==> config.mk <==
export PLATFORM = sky130hd
export DESIGN_NAME = asf_capture_port_flat
export DESIGN_NICKNAME = d
export VERILOG_FILES = /design/src/include/asf_pkg.sv /design/src/include/asf_link_if.sv /design/src/hdl/asf_capture_port.sv /design/src/flat_wrapper.sv
export SDC_FILE = /design/constraint.sdc
export NUM_CORES = 1
export LEC_CHECK = 0
export ABC_AREA = 1
export BUFFER_PORTS_ARGS = -buffer_cell sky130_fd_sc_hd__buf_2
export CAP_MARGIN = 5
export CORE_MARGIN = 2
export CORE_UTILIZATION = 59
export CTS_BUF_LIST = sky130_fd_sc_hd__clkbuf_8 sky130_fd_sc_hd__clkbuf_16
export DETAILED_ROUTE_END_ITERATION = 7
export GPL_TIMING_DRIVEN = 0
export HOLD_SLACK_MARGIN = 0.03
export PLACE_DENSITY = 0.83
export SLEW_MARGIN = 25
export SYNTH_ARGS = -nofsm -noshare
export SYNTH_HDL_FRONTEND = slang
export SYNTH_SLANG_ARGS = --single-unit
==> constraint.sdc <==
create_clock -name clk -period 5.22 [get_ports clk]
set_input_delay 1.044 -clock clk [delete_from_list [all_inputs] [get_ports clk]]
set_output_delay 1.044 -clock clk [all_outputs]
set_load 0.05 [all_outputs]
==> src/include/asf_pkg.sv <==
// Shared constants and types for the acquisition sample capture link
`default_nettype none
package asf_pkg;
   // ****************************************
   // Widths and sizes
   // ****************************************
   localparam int SAMPLE_W = 16;
   localparam int FIFO_DEPTH = 16;
   localparam int FIFO_N = 2;
   localparam int FIFO_SAMPLE = 0;
   localparam int FIFO_AUX = 1;
   localparam int SWITCH_W = 8;
   localparam int SEL_W = 4;
   localparam int AV_ADDR_W = SWITCH_W + SEL_W;
   localparam int AV_DATA_W = 32;

   // ****************************************
   // Register offsets within the board window
   // ****************************************
   localparam logic [3:0] OFS_SAMPLE = 4'h0;
   localparam logic [3:0] OFS_AUX = 4'h1;
   localparam logic [3:0] OFS_FLAGS = 4'h2;
   localparam logic [3:0] OFS_STATUS = 4'h3;
   localparam logic [3:0] OFS_MASK = 4'h4;
   localparam logic [3:0] OFS_COUNTER = 4'h5;
   localparam logic [3:0] OFS_STRAPS = 4'h6;
   localparam int FLASH_BIT = 3;
   localparam int FLASH_IDX_W = 3;
   localparam int FLASH_WORDS = 8;

   // ****************************************
   // Field positions
   // ****************************************
   localparam int FLAG_EMPTY = 0;
   localparam int FLAG_HALF = 1;
   localparam int FLAG_FULL = 2;
   localparam int FLAG_STRIDE = 3;
   localparam int AUX_SCAN_STATE = 0;
   localparam int AUX_SENSOR = 1;
   localparam int AUX_CHAN = 2;
   localparam int ST_HALF = 0;
   localparam int ST_FULL = 1;
   localparam int ST_OVERFLOW = 2;
   localparam int ST_SCAN = 3;
   localparam int ST_W = 4;
   localparam logic [ST_W-1:0] ST_RESET = 4'h0;

   // ****************************************
   // Counters
   // ****************************************
   localparam int CNT_N = 3;
   localparam int CNT_W = 16;
   localparam int CNT_SAMPLE = 0;
   localparam int CNT_TICK = 1;
   localparam int CNT_SCAN = 2;

   // ****************************************
   // Acquisition end
   // ****************************************
   localparam int CONV_CNT_W = 3;
   localparam logic [CONV_CNT_W-1:0] CONV_CYCLES = 3'h4;

   typedef enum logic [1:0] {
      ACQ_IDLE = 2'b01,
      ACQ_CONV = 2'b10
   } asf_acq_state_t;
endpackage : asf_pkg
`default_nettype wire

==> src/include/asf_link_if.sv <==
// Ribbon link between the acquisition board and the capture port
`default_nettype none
interface asf_link_if;
   logic busy;
   logic [asf_pkg::SAMPLE_W-1:0] data;
   logic chan_sel;
   logic scan_start_sensor;
   logic scan_state;

   modport dev (
      input busy,
      input data,
      input chan_sel,
      input scan_start_sensor,
      input scan_state
   );

   modport acq (
      output busy,
      output data,
      output chan_sel,
      output scan_start_sensor,
      output scan_state
   );
endinterface : asf_link_if
`default_nettype wire

==> src/hdl/asf_capture_port.sv <==
// Host capture port: sample FIFOs, flags, counters and host register window
//
// Operation
// RULE1: Buffer acquisition samples until host reads them
// RULE2: Write strobe comes from converter busy
// RULE3: Channel select low ch1, high ch2
// RULE4: Each FIFO shows empty, half, full
// RULE5: Sensor line low scanning, high turnaround
// RULE6: Scan state high acquiring, low turnaround
// RULE7: Jumpers pick counter 0 or 2 output
// RULE8: Flash jumper blocks all flash access
// RULE9: Host address decoded from address switch
// RULE10: Interrupt follows sample FIFO half-full level
`default_nettype none
module asf_capture_port #(
   parameter int DEPTH = asf_pkg::FIFO_DEPTH
) (
   // Clock and reset
   input wire logic clk,
   input wire logic rst_n,
   // Ribbon link
   asf_link_if.dev link,
   // Host bus
   input wire logic [asf_pkg::AV_ADDR_W-1:0] avs_address,
   input wire logic avs_read,
   input wire logic avs_write,
   input wire logic [asf_pkg::AV_DATA_W-1:0] avs_writedata,
   output logic [asf_pkg::AV_DATA_W-1:0] avs_readdata,
   output logic avs_waitrequest,
   // Board straps
   input wire logic [asf_pkg::SWITCH_W-1:0] io_address_switch,
   input wire logic flash_disable_jumper,
   input wire logic counter_zero_select_jumper,
   input wire logic counter_two_select_jumper,
   input wire logic counter_select_link,
   // Status outputs
   output logic irq,
   output logic fifo_irq,
   output logic counter_out,
   output logic [asf_pkg::FIFO_N*asf_pkg::FLAG_STRIDE-1:0] flag_out
);
   localparam int AW = $clog2(DEPTH);
   localparam logic [AW:0] HALF_LEVEL = (AW+1)'(DEPTH / 2);
   localparam logic [AW:0] FULL_LEVEL = (AW+1)'(DEPTH);

   logic busy_q;
   logic wr_stb;
   logic [asf_pkg::FIFO_N-1:0] push;
   logic [asf_pkg::FIFO_N-1:0] pop;
   logic [asf_pkg::FIFO_N-1:0] empty;
   logic [asf_pkg::FIFO_N-1:0] half;
   logic [asf_pkg::FIFO_N-1:0] full;
   logic [asf_pkg::FIFO_N-1:0] rd_valid_q;
   logic [asf_pkg::SAMPLE_W-1:0] word_in [asf_pkg::FIFO_N];
   logic [asf_pkg::SAMPLE_W-1:0] head [asf_pkg::FIFO_N];
   logic [asf_pkg::SAMPLE_W-1:0] flash_q [asf_pkg::FLASH_WORDS];
   logic [asf_pkg::CNT_W-1:0] cnt_q [asf_pkg::CNT_N];
   logic [asf_pkg::CNT_N-1:0] cnt_evt;
   logic [1:0] cnt_sel;
   logic ack_q;
   logic req;
   logic acc;
   logic hit;
   logic flash_sel;
   logic flash_ok;
   logic [asf_pkg::SEL_W-1:0] ofs;
   logic [asf_pkg::AV_DATA_W-1:0] rd_mux;
   logic [asf_pkg::AV_DATA_W-1:0] rdata_q;
   logic [asf_pkg::ST_W-1:0] status_q;
   logic [asf_pkg::ST_W-1:0] mask_q;
   logic [asf_pkg::ST_W-1:0] st_evt;
   logic [asf_pkg::ST_W-1:0] st_clr;
   logic half_q;
   logic full_q;
   logic sensor_q;
   logic counter_out_q;

   // ****************************************
   // Link capture
   // ****************************************
   // The link is synchronous, so busy falling marks a finished conversion
   always_ff @(posedge clk) begin
      if (!rst_n) begin
         busy_q <= 1'b0;
         sensor_q <= 1'b1;
      end else begin
         busy_q <= link.busy;
         sensor_q <= link.scan_start_sensor;
      end
   end

   assign wr_stb = busy_q & ~link.busy; // RULE2

   always_comb begin
      word_in[asf_pkg::FIFO_SAMPLE] = link.data;
      word_in[asf_pkg::FIFO_AUX] = '0;
      word_in[asf_pkg::FIFO_AUX][asf_pkg::AUX_SCAN_STATE] = link.scan_state;
      word_in[asf_pkg::FIFO_AUX][asf_pkg::AUX_SENSOR] = link.scan_start_sensor;
      word_in[asf_pkg::FIFO_AUX][asf_pkg::AUX_CHAN] = link.chan_sel;
   end

   // ****************************************
   // Sample and auxiliary FIFOs
   // ****************************************
   // A strobe into a full FIFO is dropped and flagged, never overwrites the oldest word
   for (genvar f = 0; f < asf_pkg::FIFO_N; f++) begin : g_fifo
      logic [asf_pkg::SAMPLE_W-1:0] mem_q [DEPTH];
      logic [AW-1:0] wr_ptr_q;
      logic [AW-1:0] rd_ptr_q;
      logic [AW:0] count_q;

      assign push[f] = wr_stb & ~full[f]; // RULE1
      assign pop[f] = acc & avs_read & hit & ~flash_sel & (ofs == (asf_pkg::SEL_W)'(f)) & rd_valid_q[f];
      assign empty[f] = (count_q == '0); // RULE4
      assign half[f] = (count_q >= HALF_LEVEL); // RULE4
      assign full[f] = (count_q == FULL_LEVEL); // RULE4
      assign head[f] = empty[f] ? '0 : mem_q[rd_ptr_q];
      assign flag_out[f*asf_pkg::FLAG_STRIDE+asf_pkg::FLAG_EMPTY] = empty[f];
      assign flag_out[f*asf_pkg::FLAG_STRIDE+asf_pkg::FLAG_HALF] = half[f];
      assign flag_out[f*asf_pkg::FLAG_STRIDE+asf_pkg::FLAG_FULL] = full[f];

      always_ff @(posedge clk) begin
         if (push[f]) begin
            mem_q[wr_ptr_q] <= word_in[f]; // RULE1
         end
      end

      always_ff @(posedge clk) begin
         if (!rst_n) begin
            wr_ptr_q <= '0;
            rd_ptr_q <= '0;
            count_q <= '0;
         end else begin
            if (push[f]) begin
               wr_ptr_q <= wr_ptr_q + 1'b1;
            end
            if (pop[f]) begin
               rd_ptr_q <= rd_ptr_q + 1'b1;
            end
            case ({push[f], pop[f]})
               2'b10: count_q <= count_q + 1'b1;
               2'b01: count_q <= count_q - 1'b1;
               default: count_q <= count_q;
            endcase
         end
      end
   end

   assign fifo_irq = half[asf_pkg::FIFO_SAMPLE]; // RULE10

   // ****************************************
   // Counters
   // ****************************************
   assign cnt_evt[asf_pkg::CNT_SAMPLE] = push[asf_pkg::FIFO_SAMPLE];
   assign cnt_evt[asf_pkg::CNT_TICK] = 1'b1;
   assign cnt_evt[asf_pkg::CNT_SCAN] = sensor_q & ~link.scan_start_sensor;

   for (genvar c = 0; c < asf_pkg::CNT_N; c++) begin : g_cnt
      always_ff @(posedge clk) begin
         if (!rst_n) begin
            cnt_q[c] <= '0;
         end else if (cnt_evt[c]) begin
            cnt_q[c] <= cnt_q[c] + 1'b1;
         end
      end
   end

   // The fitted link overrides both jumpers and routes the free-running counter
   always_comb begin
      if (counter_select_link) begin
         cnt_sel = 2'(asf_pkg::CNT_TICK);
      end else if (counter_zero_select_jumper) begin
         cnt_sel = 2'(asf_pkg::CNT_SAMPLE); // RULE7
      end else if (counter_two_select_jumper) begin
         cnt_sel = 2'(asf_pkg::CNT_SCAN); // RULE7
      end else begin
         cnt_sel = 2'(asf_pkg::CNT_TICK);
      end
   end

   always_ff @(posedge clk) begin
      if (!rst_n) begin
         counter_out_q <= 1'b0;
      end else begin
         counter_out_q <= cnt_q[cnt_sel][asf_pkg::CNT_W-1]; // RULE7
      end
   end

   assign counter_out = counter_out_q;

   // ****************************************
   // Host bus slave
   // ****************************************
   // One wait state on every access; a miss still answers so the master never hangs
   assign req = avs_read | avs_write;
   assign avs_waitrequest = req & ~ack_q;
   assign acc = req & ack_q;
   assign hit = (avs_address[asf_pkg::AV_ADDR_W-1:asf_pkg::SEL_W] == io_address_switch); // RULE9
   assign ofs = avs_address[asf_pkg::SEL_W-1:0];
   assign flash_sel = ofs[asf_pkg::FLASH_BIT];
   assign flash_ok = hit & flash_sel & ~flash_disable_jumper; // RULE8

   always_comb begin
      rd_mux = '0;
      if (flash_ok) begin
         rd_mux[asf_pkg::SAMPLE_W-1:0] = flash_q[ofs[asf_pkg::FLASH_IDX_W-1:0]];
      end else if (hit && !flash_sel) begin
         case (ofs)
            asf_pkg::OFS_SAMPLE: rd_mux[asf_pkg::SAMPLE_W-1:0] = head[asf_pkg::FIFO_SAMPLE];
            asf_pkg::OFS_AUX: rd_mux[asf_pkg::SAMPLE_W-1:0] = head[asf_pkg::FIFO_AUX];
            asf_pkg::OFS_FLAGS: rd_mux[asf_pkg::FIFO_N*asf_pkg::FLAG_STRIDE-1:0] = flag_out;
            asf_pkg::OFS_STATUS: rd_mux[asf_pkg::ST_W-1:0] = status_q;
            asf_pkg::OFS_MASK: rd_mux[asf_pkg::ST_W-1:0] = mask_q;
            asf_pkg::OFS_COUNTER: rd_mux[asf_pkg::CNT_W-1:0] = cnt_q[cnt_sel];
            asf_pkg::OFS_STRAPS: rd_mux[asf_pkg::SWITCH_W+3:0] = {flash_disable_jumper, counter_select_link,
               counter_two_select_jumper, counter_zero_select_jumper, io_address_switch};
            default: rd_mux = '0;
         endcase
      end
   end

   // Read data is frozen at the first cycle so a late push cannot slip past the pop
   always_ff @(posedge clk) begin
      if (!rst_n) begin
         ack_q <= 1'b0;
         rdata_q <= '0;
         rd_valid_q <= '0;
      end else begin
         ack_q <= req & ~ack_q;
         if (req && !ack_q) begin
            rdata_q <= rd_mux;
            rd_valid_q <= ~empty;
         end
      end
   end

   assign avs_readdata = rdata_q;

   always_ff @(posedge clk) begin
      if (acc && avs_write && flash_ok) begin
         flash_q[ofs[asf_pkg::FLASH_IDX_W-1:0]] <= avs_writedata[asf_pkg::SAMPLE_W-1:0]; // RULE8
      end
   end

   // ****************************************
   // Interrupt status and mask
   // ****************************************
   assign st_evt[asf_pkg::ST_HALF] = half[asf_pkg::FIFO_SAMPLE] & ~half_q;
   assign st_evt[asf_pkg::ST_FULL] = full[asf_pkg::FIFO_SAMPLE] & ~full_q;
   assign st_evt[asf_pkg::ST_OVERFLOW] = wr_stb & (|full);
   assign st_evt[asf_pkg::ST_SCAN] = cnt_evt[asf_pkg::CNT_SCAN];
   assign st_clr = (acc && avs_write && hit && !flash_sel && ofs == asf_pkg::OFS_STATUS) ?
      avs_writedata[asf_pkg::ST_W-1:0] : '0;

   // A new event in the clearing cycle survives the clear
   always_ff @(posedge clk) begin
      if (!rst_n) begin
         status_q <= asf_pkg::ST_RESET;
         half_q <= 1'b0;
         full_q <= 1'b0;
      end else begin
         status_q <= (status_q & ~st_clr) | st_evt;
         half_q <= half[asf_pkg::FIFO_SAMPLE];
         full_q <= full[asf_pkg::FIFO_SAMPLE];
      end
   end

   always_ff @(posedge clk) begin
      if (!rst_n) begin
         mask_q <= asf_pkg::ST_RESET;
      end else if (acc && avs_write && hit && !flash_sel && ofs == asf_pkg::OFS_MASK) begin
         mask_q <= avs_writedata[asf_pkg::ST_W-1:0];
      end
   end

   assign irq = |(status_q & mask_q);
endmodule : asf_capture_port
`default_nettype wire

==> src/flat_wrapper.sv <==
// flat-port wrapper written by rule: the top's interface ports become plain ports
module asf_capture_port_flat 
#(
   parameter int DEPTH = asf_pkg::FIFO_DEPTH
)
  (clk, rst_n, avs_address, avs_read, avs_write, avs_writedata, avs_readdata, avs_waitrequest, io_address_switch, flash_disable_jumper, counter_zero_select_jumper, counter_two_select_jumper, counter_select_link, irq, fifo_irq, counter_out, flag_out, link_busy, link_data, link_chan_sel, link_scan_start_sensor, link_scan_state);
  asf_link_if link_i ();
  input wire logic clk;
  input wire logic rst_n;
  input wire logic [asf_pkg::AV_ADDR_W-1:0] avs_address;
  input wire logic avs_read;
  input wire logic avs_write;
  input wire logic [asf_pkg::AV_DATA_W-1:0] avs_writedata;
  output logic [asf_pkg::AV_DATA_W-1:0] avs_readdata;
  output logic avs_waitrequest;
  input wire logic [asf_pkg::SWITCH_W-1:0] io_address_switch;
  input wire logic flash_disable_jumper;
  input wire logic counter_zero_select_jumper;
  input wire logic counter_two_select_jumper;
  input wire logic counter_select_link;
  output logic irq;
  output logic fifo_irq;
  output logic counter_out;
  output logic [asf_pkg::FIFO_N*asf_pkg::FLAG_STRIDE-1:0] flag_out;
  input wire logic [$bits(link_i.busy)-1:0] link_busy;
  input wire logic [$bits(link_i.data)-1:0] link_data;
  input wire logic [$bits(link_i.chan_sel)-1:0] link_chan_sel;
  input wire logic [$bits(link_i.scan_start_sensor)-1:0] link_scan_start_sensor;
  input wire logic [$bits(link_i.scan_state)-1:0] link_scan_state;
  assign link_i.busy = link_busy;
  assign link_i.data = link_data;
  assign link_i.chan_sel = link_chan_sel;
  assign link_i.scan_start_sensor = link_scan_start_sensor;
  assign link_i.scan_state = link_scan_state;
  asf_capture_port #(.DEPTH(DEPTH)) u_core (.clk(clk), .rst_n(rst_n), .link(link_i), .avs_address(avs_address), .avs_read(avs_read), .avs_write(avs_write), .avs_writedata(avs_writedata), .avs_readdata(avs_readdata), .avs_waitrequest(avs_waitrequest), .io_address_switch(io_address_switch), .flash_disable_jumper(flash_disable_jumper), .counter_zero_select_jumper(counter_zero_select_jumper), .counter_two_select_jumper(counter_two_select_jumper), .counter_select_link(counter_select_link), .irq(irq), .fifo_irq(fifo_irq), .counter_out(counter_out), .flag_out(flag_out));
endmodule
# Yosys cells after proc, flatten, opt, wreduce, memory -nomap -nowiden
# Memories as Yosys holds them, arrays and structs flattened. A register that Yosys moved wholly into a read port is not among the register bits.
# Index checks and enable logic that the tools add are counted.
op_classes:
  addsub: 11
  n_mul: 0
  div_mod_pow: 0
  n_lt_le_gt_ge: 2
  n_eq_ne: 13
  n_shift: 0
  mux: 35
  n_bitwise: 36
  reduce_logical: 17
op_table:
  columns: ["op", "n"]
  rows:
  - ["$mux 16", 7]
  - ["$add 16x1->16 const B", 3]
  - ["$pmux 4 s7", 1]
  - ["$pmux 6 s4", 1]
  - ["$mux 4", 5]
  - ["$pmux 5 s2", 2]
  - ["$and 1x1->1", 18]
  - ["$add 4x1->4 const B", 4]
  - ["$mux 1", 14]
  - ["$eq 4x3->1 const B", 3]
  - ["$pmux 4 s3", 1]
  - ["$add 5x1->5 const B", 2]
  - ["$eq 5x5->1 const B", 2]
  - ["$ge 5x4->1 const B", 2]
  - ["$logic_not 5->1", 2]
  - ["$pmux 2 s5", 1]
  - ["$sub 5x1->5 const B", 2]
  - ["$not 1->1", 9]
  - ["$and 4x4->4", 2]
  - ["$eq 4x2->1 const B", 2]
  - ["$eq 8x8->1", 1]
  - ["$logic_and 1x1->1", 8]
  - ["$mux 2", 3]
  - ["$eq 2x1->1 const B", 2]
  - ["other kinds (11)", 17]
word_totals:
  ff_bits: 74
  latch_bits: 0
  ramBits: 480
  mem_bits_ro: 0
  in_bits: 80
  output_inout_bits: 42
  elab_cells: 134
  mem_count: 4
memory_table:
  columns: ["memory", "words", "word_bits", "rd", "rd_ports_with_merged_regs", "wr", "line_no", "source"]
  rows:
  - ["u_core.g_fifo[0].mem_q", 16, 16, 1, 1, 1, "asf_capture_port.sv:107", "logic [asf_pkg::SAMPLE_W-1:0] mem_q [DEPTH];"]
  - ["u_core.flash_q", 8, 16, 1, 0, 1, "asf_capture_port.sv:56", "logic [asf_pkg::SAMPLE_W-1:0] flash_q [asf_pkg::FLASH_WORDS];"]
  - ["u_core.cnt_q", 3, 16, 4, 0, 3, "asf_capture_port.sv:57", "logic [asf_pkg::CNT_W-1:0] cnt_q [asf_pkg::CNT_N];"]
  - ["u_core.g_fifo[1].mem_q", 16, 3, 1, 1, 1, "asf_capture_port.sv:107", null]

# Longest topological paths before layout
# Gate-level depths: netlist of run 1.
logic_depth:
  depth_word: 10
  mapped_depth: 21
  mapped_depth_nobuf: 20

# Least setup slack after synthesis of run 1
# No wires, ideal clock.
synth_timing:
  path_kind: "input-to-reg"
  from: "input port io_address_switch[7] (netlist bit)"
  to: "memory u_core.flash_q[0][0] (netlist bit) (enable)"
  setup_ps: 409
  arrival_time_ps: 3048
  t_required_ps: 4811
  path_slack_ps: 1762
  stages: 9
  path_cell_list: "xnor2_1 nand2_1 nor2_1 nand3_1 nor2_1 clkinv_1 nor2_1 inv_1 nor3_1"
synth_via:
  elab_chain_len: 6
synth_rtl:
  columns: ["item", "line_no", "source"]
  rows:
  - ["start, declared", "flat_wrapper.sv:16", "input wire logic [asf_pkg::SWITCH_W-1:0] io_address_switch;"]
  - ["$eq 8x8->1", "asf_capture_port.sv:198", "assign hit = (avs_address[asf_pkg::AV_ADDR_W-1:asf_pkg::SEL_W] == io_address_switch);"]
  - ["$and 1x1->1 (2 in a row)", "asf_capture_port.sv:201", "assign flash_ok = hit & flash_sel & ~flash_disable_jumper;"]
  - ["$logic_and 1x1->1", "asf_capture_port.sv:240", "if (acc && avs_write && flash_ok) begin"]
  - ["$mux 1", "asf_capture_port.sv:240", null]
  - ["$mux 1 (implied by the code)", "asf_capture_port.sv:241", "flash_q[ofs[asf_pkg::FLASH_IDX_W-1:0]] <= avs_writedata[asf_pkg::SAMPLE_W-1:0];"]
  - ["end, declared", "asf_capture_port.sv:56", null]
# Every way passes these cells.

# Final worst setup path of run 1
layout_timing:
  from: "input port avs_write"
  to: "output port avs_waitrequest"
layout_via:
  elab_chain_len: 2
layout_rtl:
  columns: ["item", "line_no", "source"]
  rows:
  - ["start, declared", "flat_wrapper.sv:12", "input wire logic avs_write;"]
  - ["$or 1x1->1", "asf_capture_port.sv:195", "assign req = avs_read | avs_write;"]
  - ["$and 1x1->1", "asf_capture_port.sv:196", "assign avs_waitrequest = req & ~ack_q;"]
  - ["end, declared", "flat_wrapper.sv:15", "output logic avs_waitrequest;"]
# Every way passes these cells.

==> results of run 1 <==
-- through the flow --
step	instance area, um^2	instances	setup WS, ns
2_1_floorplan	23060	2081	1.762
3_5_place_dp	24390	2697	1.359
5_1_grt	26000	2794	1.587
3_3_place_gp	24150	2688	0.4670
4_1_cts	26000	2794	1.857
6_report	26010	2798	1.816
-- path summary, 6_finish.rpt --
kind                            cells past startpoint  slack, ns                                  end
worst min-delay path                                2       0.47        u_core.status_q[2]$_SDFF_PN0_
worst max register to register                     10       2.25  u_core.avs_readdata[6]$_SDFFE_PN0P_
worst max-delay path                                5       1.82                      avs_waitrequest
worst min register to register                      2       0.47        u_core.status_q[2]$_SDFF_PN0_
-- worst max-delay path: stages --
cell      delay, ns
buf_2          0.13
nor2_1         0.07
nor2_1         0.21
clkbuf_1       0.53
buf_2          0.38
-- layout by cell type, fill, tap and decap left out, types with 12 or more instances in the layout --
master and n:
nor2_4 19, clkinv_2 14, nand2_1 305, o32ai_1 18, buf_2 109, edfxtp_1 464, conb_1 16, clkbuf_16 52
dfxtp_1 82, o21ai_0 181, inv_1 154, o211ai_1 17, nor2_1 225, buf_4 23, nor3_1 19, ha_1 17
xor2_1 15, o221ai_1 12, mux2i_1 12, a21oi_1 172, o22ai_1 17, nand3_1 90, clkinv_1 18, a22oi_1 55
clkbuf_1 65
-- cell type report --
type	count	share of cell area (%)
plain buffers	113	2.001
repair buffers	98	2.030
clock buffers	56	5.215
diodes	4	0.03849
inverters	157	2.266
well taps	518	2.492
multi-input cells	1265	25.09
clock inverters	41	0.9766
flip-flops and latches	546	59.89
-- power by group --
group	switching, W	leakage [nW]	internal, W	total (W)
logic	0.000327	3.60	0.000107	0.000435
registers	0.0000372	4.89	0.00477	0.00480
clock network	0.00161	0.834	0.00197	0.00358
-- registers in the layout, indices dropped and copies added, names as in the netlist, named ones only --
name,count
u_core.ack_q,1
u_core.avs_readdata,16
u_core.busy_q,1
u_core.cnt_q,48
u_core.counter_out,1
u_core.flash_q,128
u_core.full_q,1
u_core.g_fifo.count_q,10
u_core.g_fifo.mem_q,304
u_core.g_fifo.rd_ptr_q,8
u_core.g_fifo.wr_ptr_q,8
u_core.half_q,1
u_core.mask_q,4
u_core.rd_valid_q,2
u_core.sensor_q,1
u_core.status_q,4
-- kinds of logic after synthesis --
group                    synth area share [%]
multiplexers                           0.5222
other                                 0.01630
AND/OR/NAND/NOR                         12.78
XOR/XNOR                               0.8377
flip-flops                              67.71
adder cells (fa/ha/maj)                0.9247
AO/OA/AOI/OAI                           12.38
buffers and inverters                   4.825
-- synth_stat cells (all sizes together) --
cell type  instances  area share, %
nor3b              5           0.16
nor4               3          0.082
ha                17           0.92
o211ai            17           0.55
and3               3          0.082
o2111ai            1          0.038
xnor2              7           0.27
nand2            310            5.1
inv              150            2.4
and2               1          0.027
o221a              1          0.049
clkbuf            65            1.1
nand3             91            2.0
a211oi             2          0.065
nor2             255            4.3
conb               1          0.016
edfxtp           464             61
o21ai            182            4.0
a22oi             55            1.8
o32ai             18           0.69
o22ai             17           0.46
mux2i             12           0.52
a21oi            172            3.7
nand4              8           0.22
xor2              15           0.57
nor3              28           0.70
a221o              6           0.26
o221ai            12           0.46
a221oi             3           0.11
a32o               1          0.044
o21a               3          0.098
a31oi              2          0.054
clkinv             7           0.11
dfxtp             82            7.1
buf               48            1.2
or2                2          0.054
-- per-layer routing --
metal | track usage, % | part of all wire, % | vias up
met5 | 0 | 0.020 | -
met1 | 40.34 | 35 | 8299
met2 | 50.64 | 46 | 1317
met4 | 17.15 | 5.8 | 2
met3 | 8.309 | 13 | 260
li1 | - | - | 7659
==> results.json, run 1 <==
{
  "cts_root_buf": "clkbuf_16",
  "tns_ns": 0,
  "cts_tree": "yes",
  "register_area_um2": 15570,
  "via_count": 17540,
  "ys_ff_latch": 546,
  "fin_worst_skew_ns": 0.02211,
  "fin_crit_ns": 3.404,
  "worst_pin_slew_ns": 0.9416,
  "startpoint_type": "input port",
  "cp_max_fo": 10,
  "status": "finished clean",
  "first_pass_iters": 6,
  "end_kind": "output pin",
  "critPathArrivalTime_ns": 2.36,
  "first_global_vias": 17120,
  "numCtsBuffers": 52,
  "worstPathRequired_ns": 4.18,
  "synth_area_um2": 23000,
  "slew_violations": 0,
  "gp_congestion": 0.9349,
  "boundaryPins": 122,
  "cts_hold_repair.buffers": 0,
  "clk_latency_ns": 0.60,
  "overflow": 0,
  "post-route-drc-count": 0,
  "postCtsSetupBuffers": 0,
  "die-area_um2": 40580,
  "rsz0062_at_grt": "false",
  "cts_buffer_depth": 3,
  "whs_ns": 0.4707,
  "rows": 72,
  "drt_wl_total_um": 65130,
  "hold_start": "u_core.status_q[2]$_SDFF_PN0_",
  "drtIter0Drc": 2658,
  "finalPower_w": 0.008821,
  "hold_viol_final": 0,
  "dp_hpwl_um": 43160,
  "grt_use_total_pct": 31.86,
  "yosysWarnings": 0,
  "max-slew-margin-rel_pct": 37.22,
  "chipWidth_um": 201.5,
  "wl_per_cell_um": 23.28,
  "finalCritPeriodShare_pct": 65.20,
  "maxCapViolations": 0,
  "die_h_um": 201.5,
  "fmax_mhz": 293.8,
  "cts_htree_levels": 2,
  "hp-class": "flip-flop to flip-flop",
  "synthToLayoutAreaGrowth_pct": 13.07,
  "antenna_found_initial": 3,
  "peakVddDrop_uv": 408.3,
  "leakagePower_nw": 9.327,
  "cp-startpoint": "avs_write",
  "ys_seq_area_share_pct": 67.71,
  "ctsResizeCount": 0,
  "setup_viol_count_final": 0,
  "clock-sinks": 546,
  "drive_gt1_share_pct": 11.64,
  "ys_types": 47,
  "grt_max_degree": 19,
  "criticalPathCategory": "input port to output pin",
  "nets": 2330,
  "initial_utilization_pct": 59.66,
  "multi_input_area_um2": 6526,
  "p_per_area_nw_per_um2": 339.2,
  "via_per_inst": 6.268,
  "avgSynthCellArea_um2": 11.13,
  "fill_cells": 2778,
  "utilization_pct": 67.45,
  "fp.coreArea_um2": 38560,
  "numPortBuffers": 89,
  "clk_pin_slew_worst_paths_ns": 0.06,
  "syn_inst": 2066,
  "grt_pass1_wl_um": 97660,
  "ant_nets": 0
}
Note: power is estimated with default switching activity, not from simulation.
==> run 2: changes to the inputs <==
- CORE_UTILIZATION: 59 -> 55
- PLACE_DENSITY: 0.83 -> 0.82
- clock period: 5.22 -> 3 ns (I/O delays scaled with it)
==> run 2 against run 1 <==
  * Combinational power up 74%
  * Utilization down 3.3 points
  * Clock power up 99%
  * Die area up 7.1%
  * Worst setup slack worse by 1.7 ns
  * Global-route usage down 2.3 points
  * Largest power group unchanged
  * Register-to-register slack worse by 2.2 ns
  * Power up 84%
  * Critical path depth up 5
  * Cell area up 1.2%
  * Cell count up 0.50%
  * Count of clock-buffer cells in the layout up 3
==> results.json, run 2 (same netlist as run 1, synthesis figures left out) <==
{
  "fp.coreArea_um2": 41020,
  "tns_ns": 0,
  "fill_cells": 2988,
  "hp-class": "input port to flip-flop",
  "startpoint_type": "flip-flop",
  "antenna_found_initial": 1,
  "dr_wl_met3_um": 8197,
  "peakVddDrop_uv": 754.1,
  "via_per_inst": 6.212,
  "worstPathRequired_ns": 3.53,
  "max-slew-margin-rel_pct": 36.39,
  "fin_crit_ns": 2.919,
  "fin_area_um2": 26320,
  "worst_pin_slew_ns": 0.9541,
  "leakagePower_nw": 9.455,
  "hold_start": "link_busy",
  "post-route-drc-count": 0,
  "grt_max_degree": 19,
  "rows": 74,
  "initial_utilization_pct": 56.08,
  "wl_met2_um": 30300,
  "fin_cells": 2812,
  "largest_reg_flops": 304,
  "numPortBuffers": 89,
  "rsz0062_at_grt": "false",
  "layout_commonest_cell": "edfxtp_1",
  "dp.cells": 2713,
  "end_kind": "flip-flop",
  "nets": 2333,
  "via_count": 17470,
  "status": "finished clean",
  "cts_htree_levels": 2,
  "boundaryPins": 122,
  "drive_gt1_share_pct": 12.02,
  "synthToLayoutAreaGrowth_pct": 14.41,
  "clk_latency_ns": 0.63,
  "ff2ff_setup_slack_ns": 0.08,
  "cts_tree": "yes",
  "die-area_um2": 43470,
  "numCtsBuffers": 54,
  "cts_root_buf": "clkbuf_16",
  "wl_per_cell_um": 23.14,
  "gp_congestion": 0.9306,
  "dp_hpwl_um": 43280,
  "fin_worst_skew_ns": 0.02922,
  "die_h_um": 208.5,
  "maxCapViolations": 0,
  "cts_buffer_depth": 3,
  "ant_nets": 0,
  "slew_violations": 0,
  "chipWidth_um": 208.5,
  "clk_pin_slew_worst_paths_ns": 0.06,
  "met1_length_um": 22900,
  "highest_layer": "met5",
  "mostFrequentLayoutCells": "edfxtp_1 (464), nand2_1 (305), nor2_1 (225), o21ai_0 (181), a21oi_1 (172)",
  "n_antenna_cell": 0,
  "critPathArrivalTime_ns": 3.45,
  "cp_max_fo": 10,
  "grt_pass1_wl_um": 97080,
  "overflow": 0,
  "hold_viol_final": 0,
  "setup_viol_count_final": 0,
  "first_global_vias": 16890,
  "clock-sinks": 546,
  "finalCritPeriodShare_pct": 97.30,
  "first_pass_iters": 6,
  "p_per_area_nw_per_um2": 617.7,
  "grt_use_total_pct": 29.58,
  "fmax_mhz": 342.6,
  "drtIter0Drc": 2737,
  "placed_area_um2": 24420,
  "regMostFlops": "u_core.g_fifo.mem_q",
  "drt_wl_total_um": 65070,
  "criticalPathCategory": "flip-flop to flip-flop",
  "whs_ns": 0.1807
}
run 2: changes by cell type in the layout (fill, tap and decap cells not counted), sizes merged:
cell	previous run	this run
clkinvlp	2	3
buf	146	148
clkbuf	121	122
clkdlybuf4s15	0	1
diode	4	0
bufinv	2	9
clkinv	34	26
run 2: stage by stage:
stage	setup WS, ns	total power [W]	util, %
finish	0.08112	0.01626	64.16
global route	0.01220	0.01660	64.16
CTS	0.01096	0.01625	64.13
detailed placement	-0.6195	0.009253	59.53
global placement	-1.226	0.009218	58.93
floorplan	-0.01372	0.008935	-
run 2: power breakdown:
group          switching (W)  internal (W)  leakage (nW)  total [W]
clock network        0.00294       0.00420         0.947    0.00714
logic               0.000571      0.000187          3.61   0.000758
registers          0.0000648       0.00830          4.89    0.00836
run 2: final timing paths:
path | end | depth (start not counted)
setup / recovery | u_core.avs_readdata[9]$_SDFFE_PN0P_ | 10
hold / removal | u_core.busy_q$_SDFF_PN0_ | 3
setup reg to reg | u_core.avs_readdata[9]$_SDFFE_PN0P_ | 10
hold reg to reg | u_core.status_q[2]$_SDFF_PN0_ | 2
run 2: what timing repair did:
item,4_1_cts,5_1_grt
buffers inserted,0,0
gates resized for setup,0,4
hold buffers,0,0
setup endpoints to repair,0,8
run 2: cell type report:
class / instances / area [um^2] / area share, %
Sequential cell: 546 / 15570 / 59.18
Inverter: 157 / 589.3 / 2.239
Tap cell: 532 / 665.6 / 2.529
Timing Repair Buffer: 100 / 554.3 / 2.106
Multi-Input combinational cell: 1265 / 6521 / 24.78
Buffer: 112 / 523.0 / 1.987
Clock buffer: 59 / 1420 / 5.396
Clock inverter: 41 / 469.2 / 1.783
run 2: critical path, cell delays in order, from the launching register on:
cell	delay, ns
dfxtp_1	0.38
buf_2	0.27
clkbuf_1	0.71
o21ai_0	0.22
o32ai_1	0.27
o22ai_1	0.13
nand2_1	0.10
nand3_1	0.25
nand3_1	0.25
nand2_1	0.09
a21oi_1	0.17
run 2: layer usage:
layer	vias to the layer above	global-route usage, %
met4	2	15.33
met2	1337	48.09
met3	280	6.626
li1	7660	-
met1	8189	37.39
met5	-	0
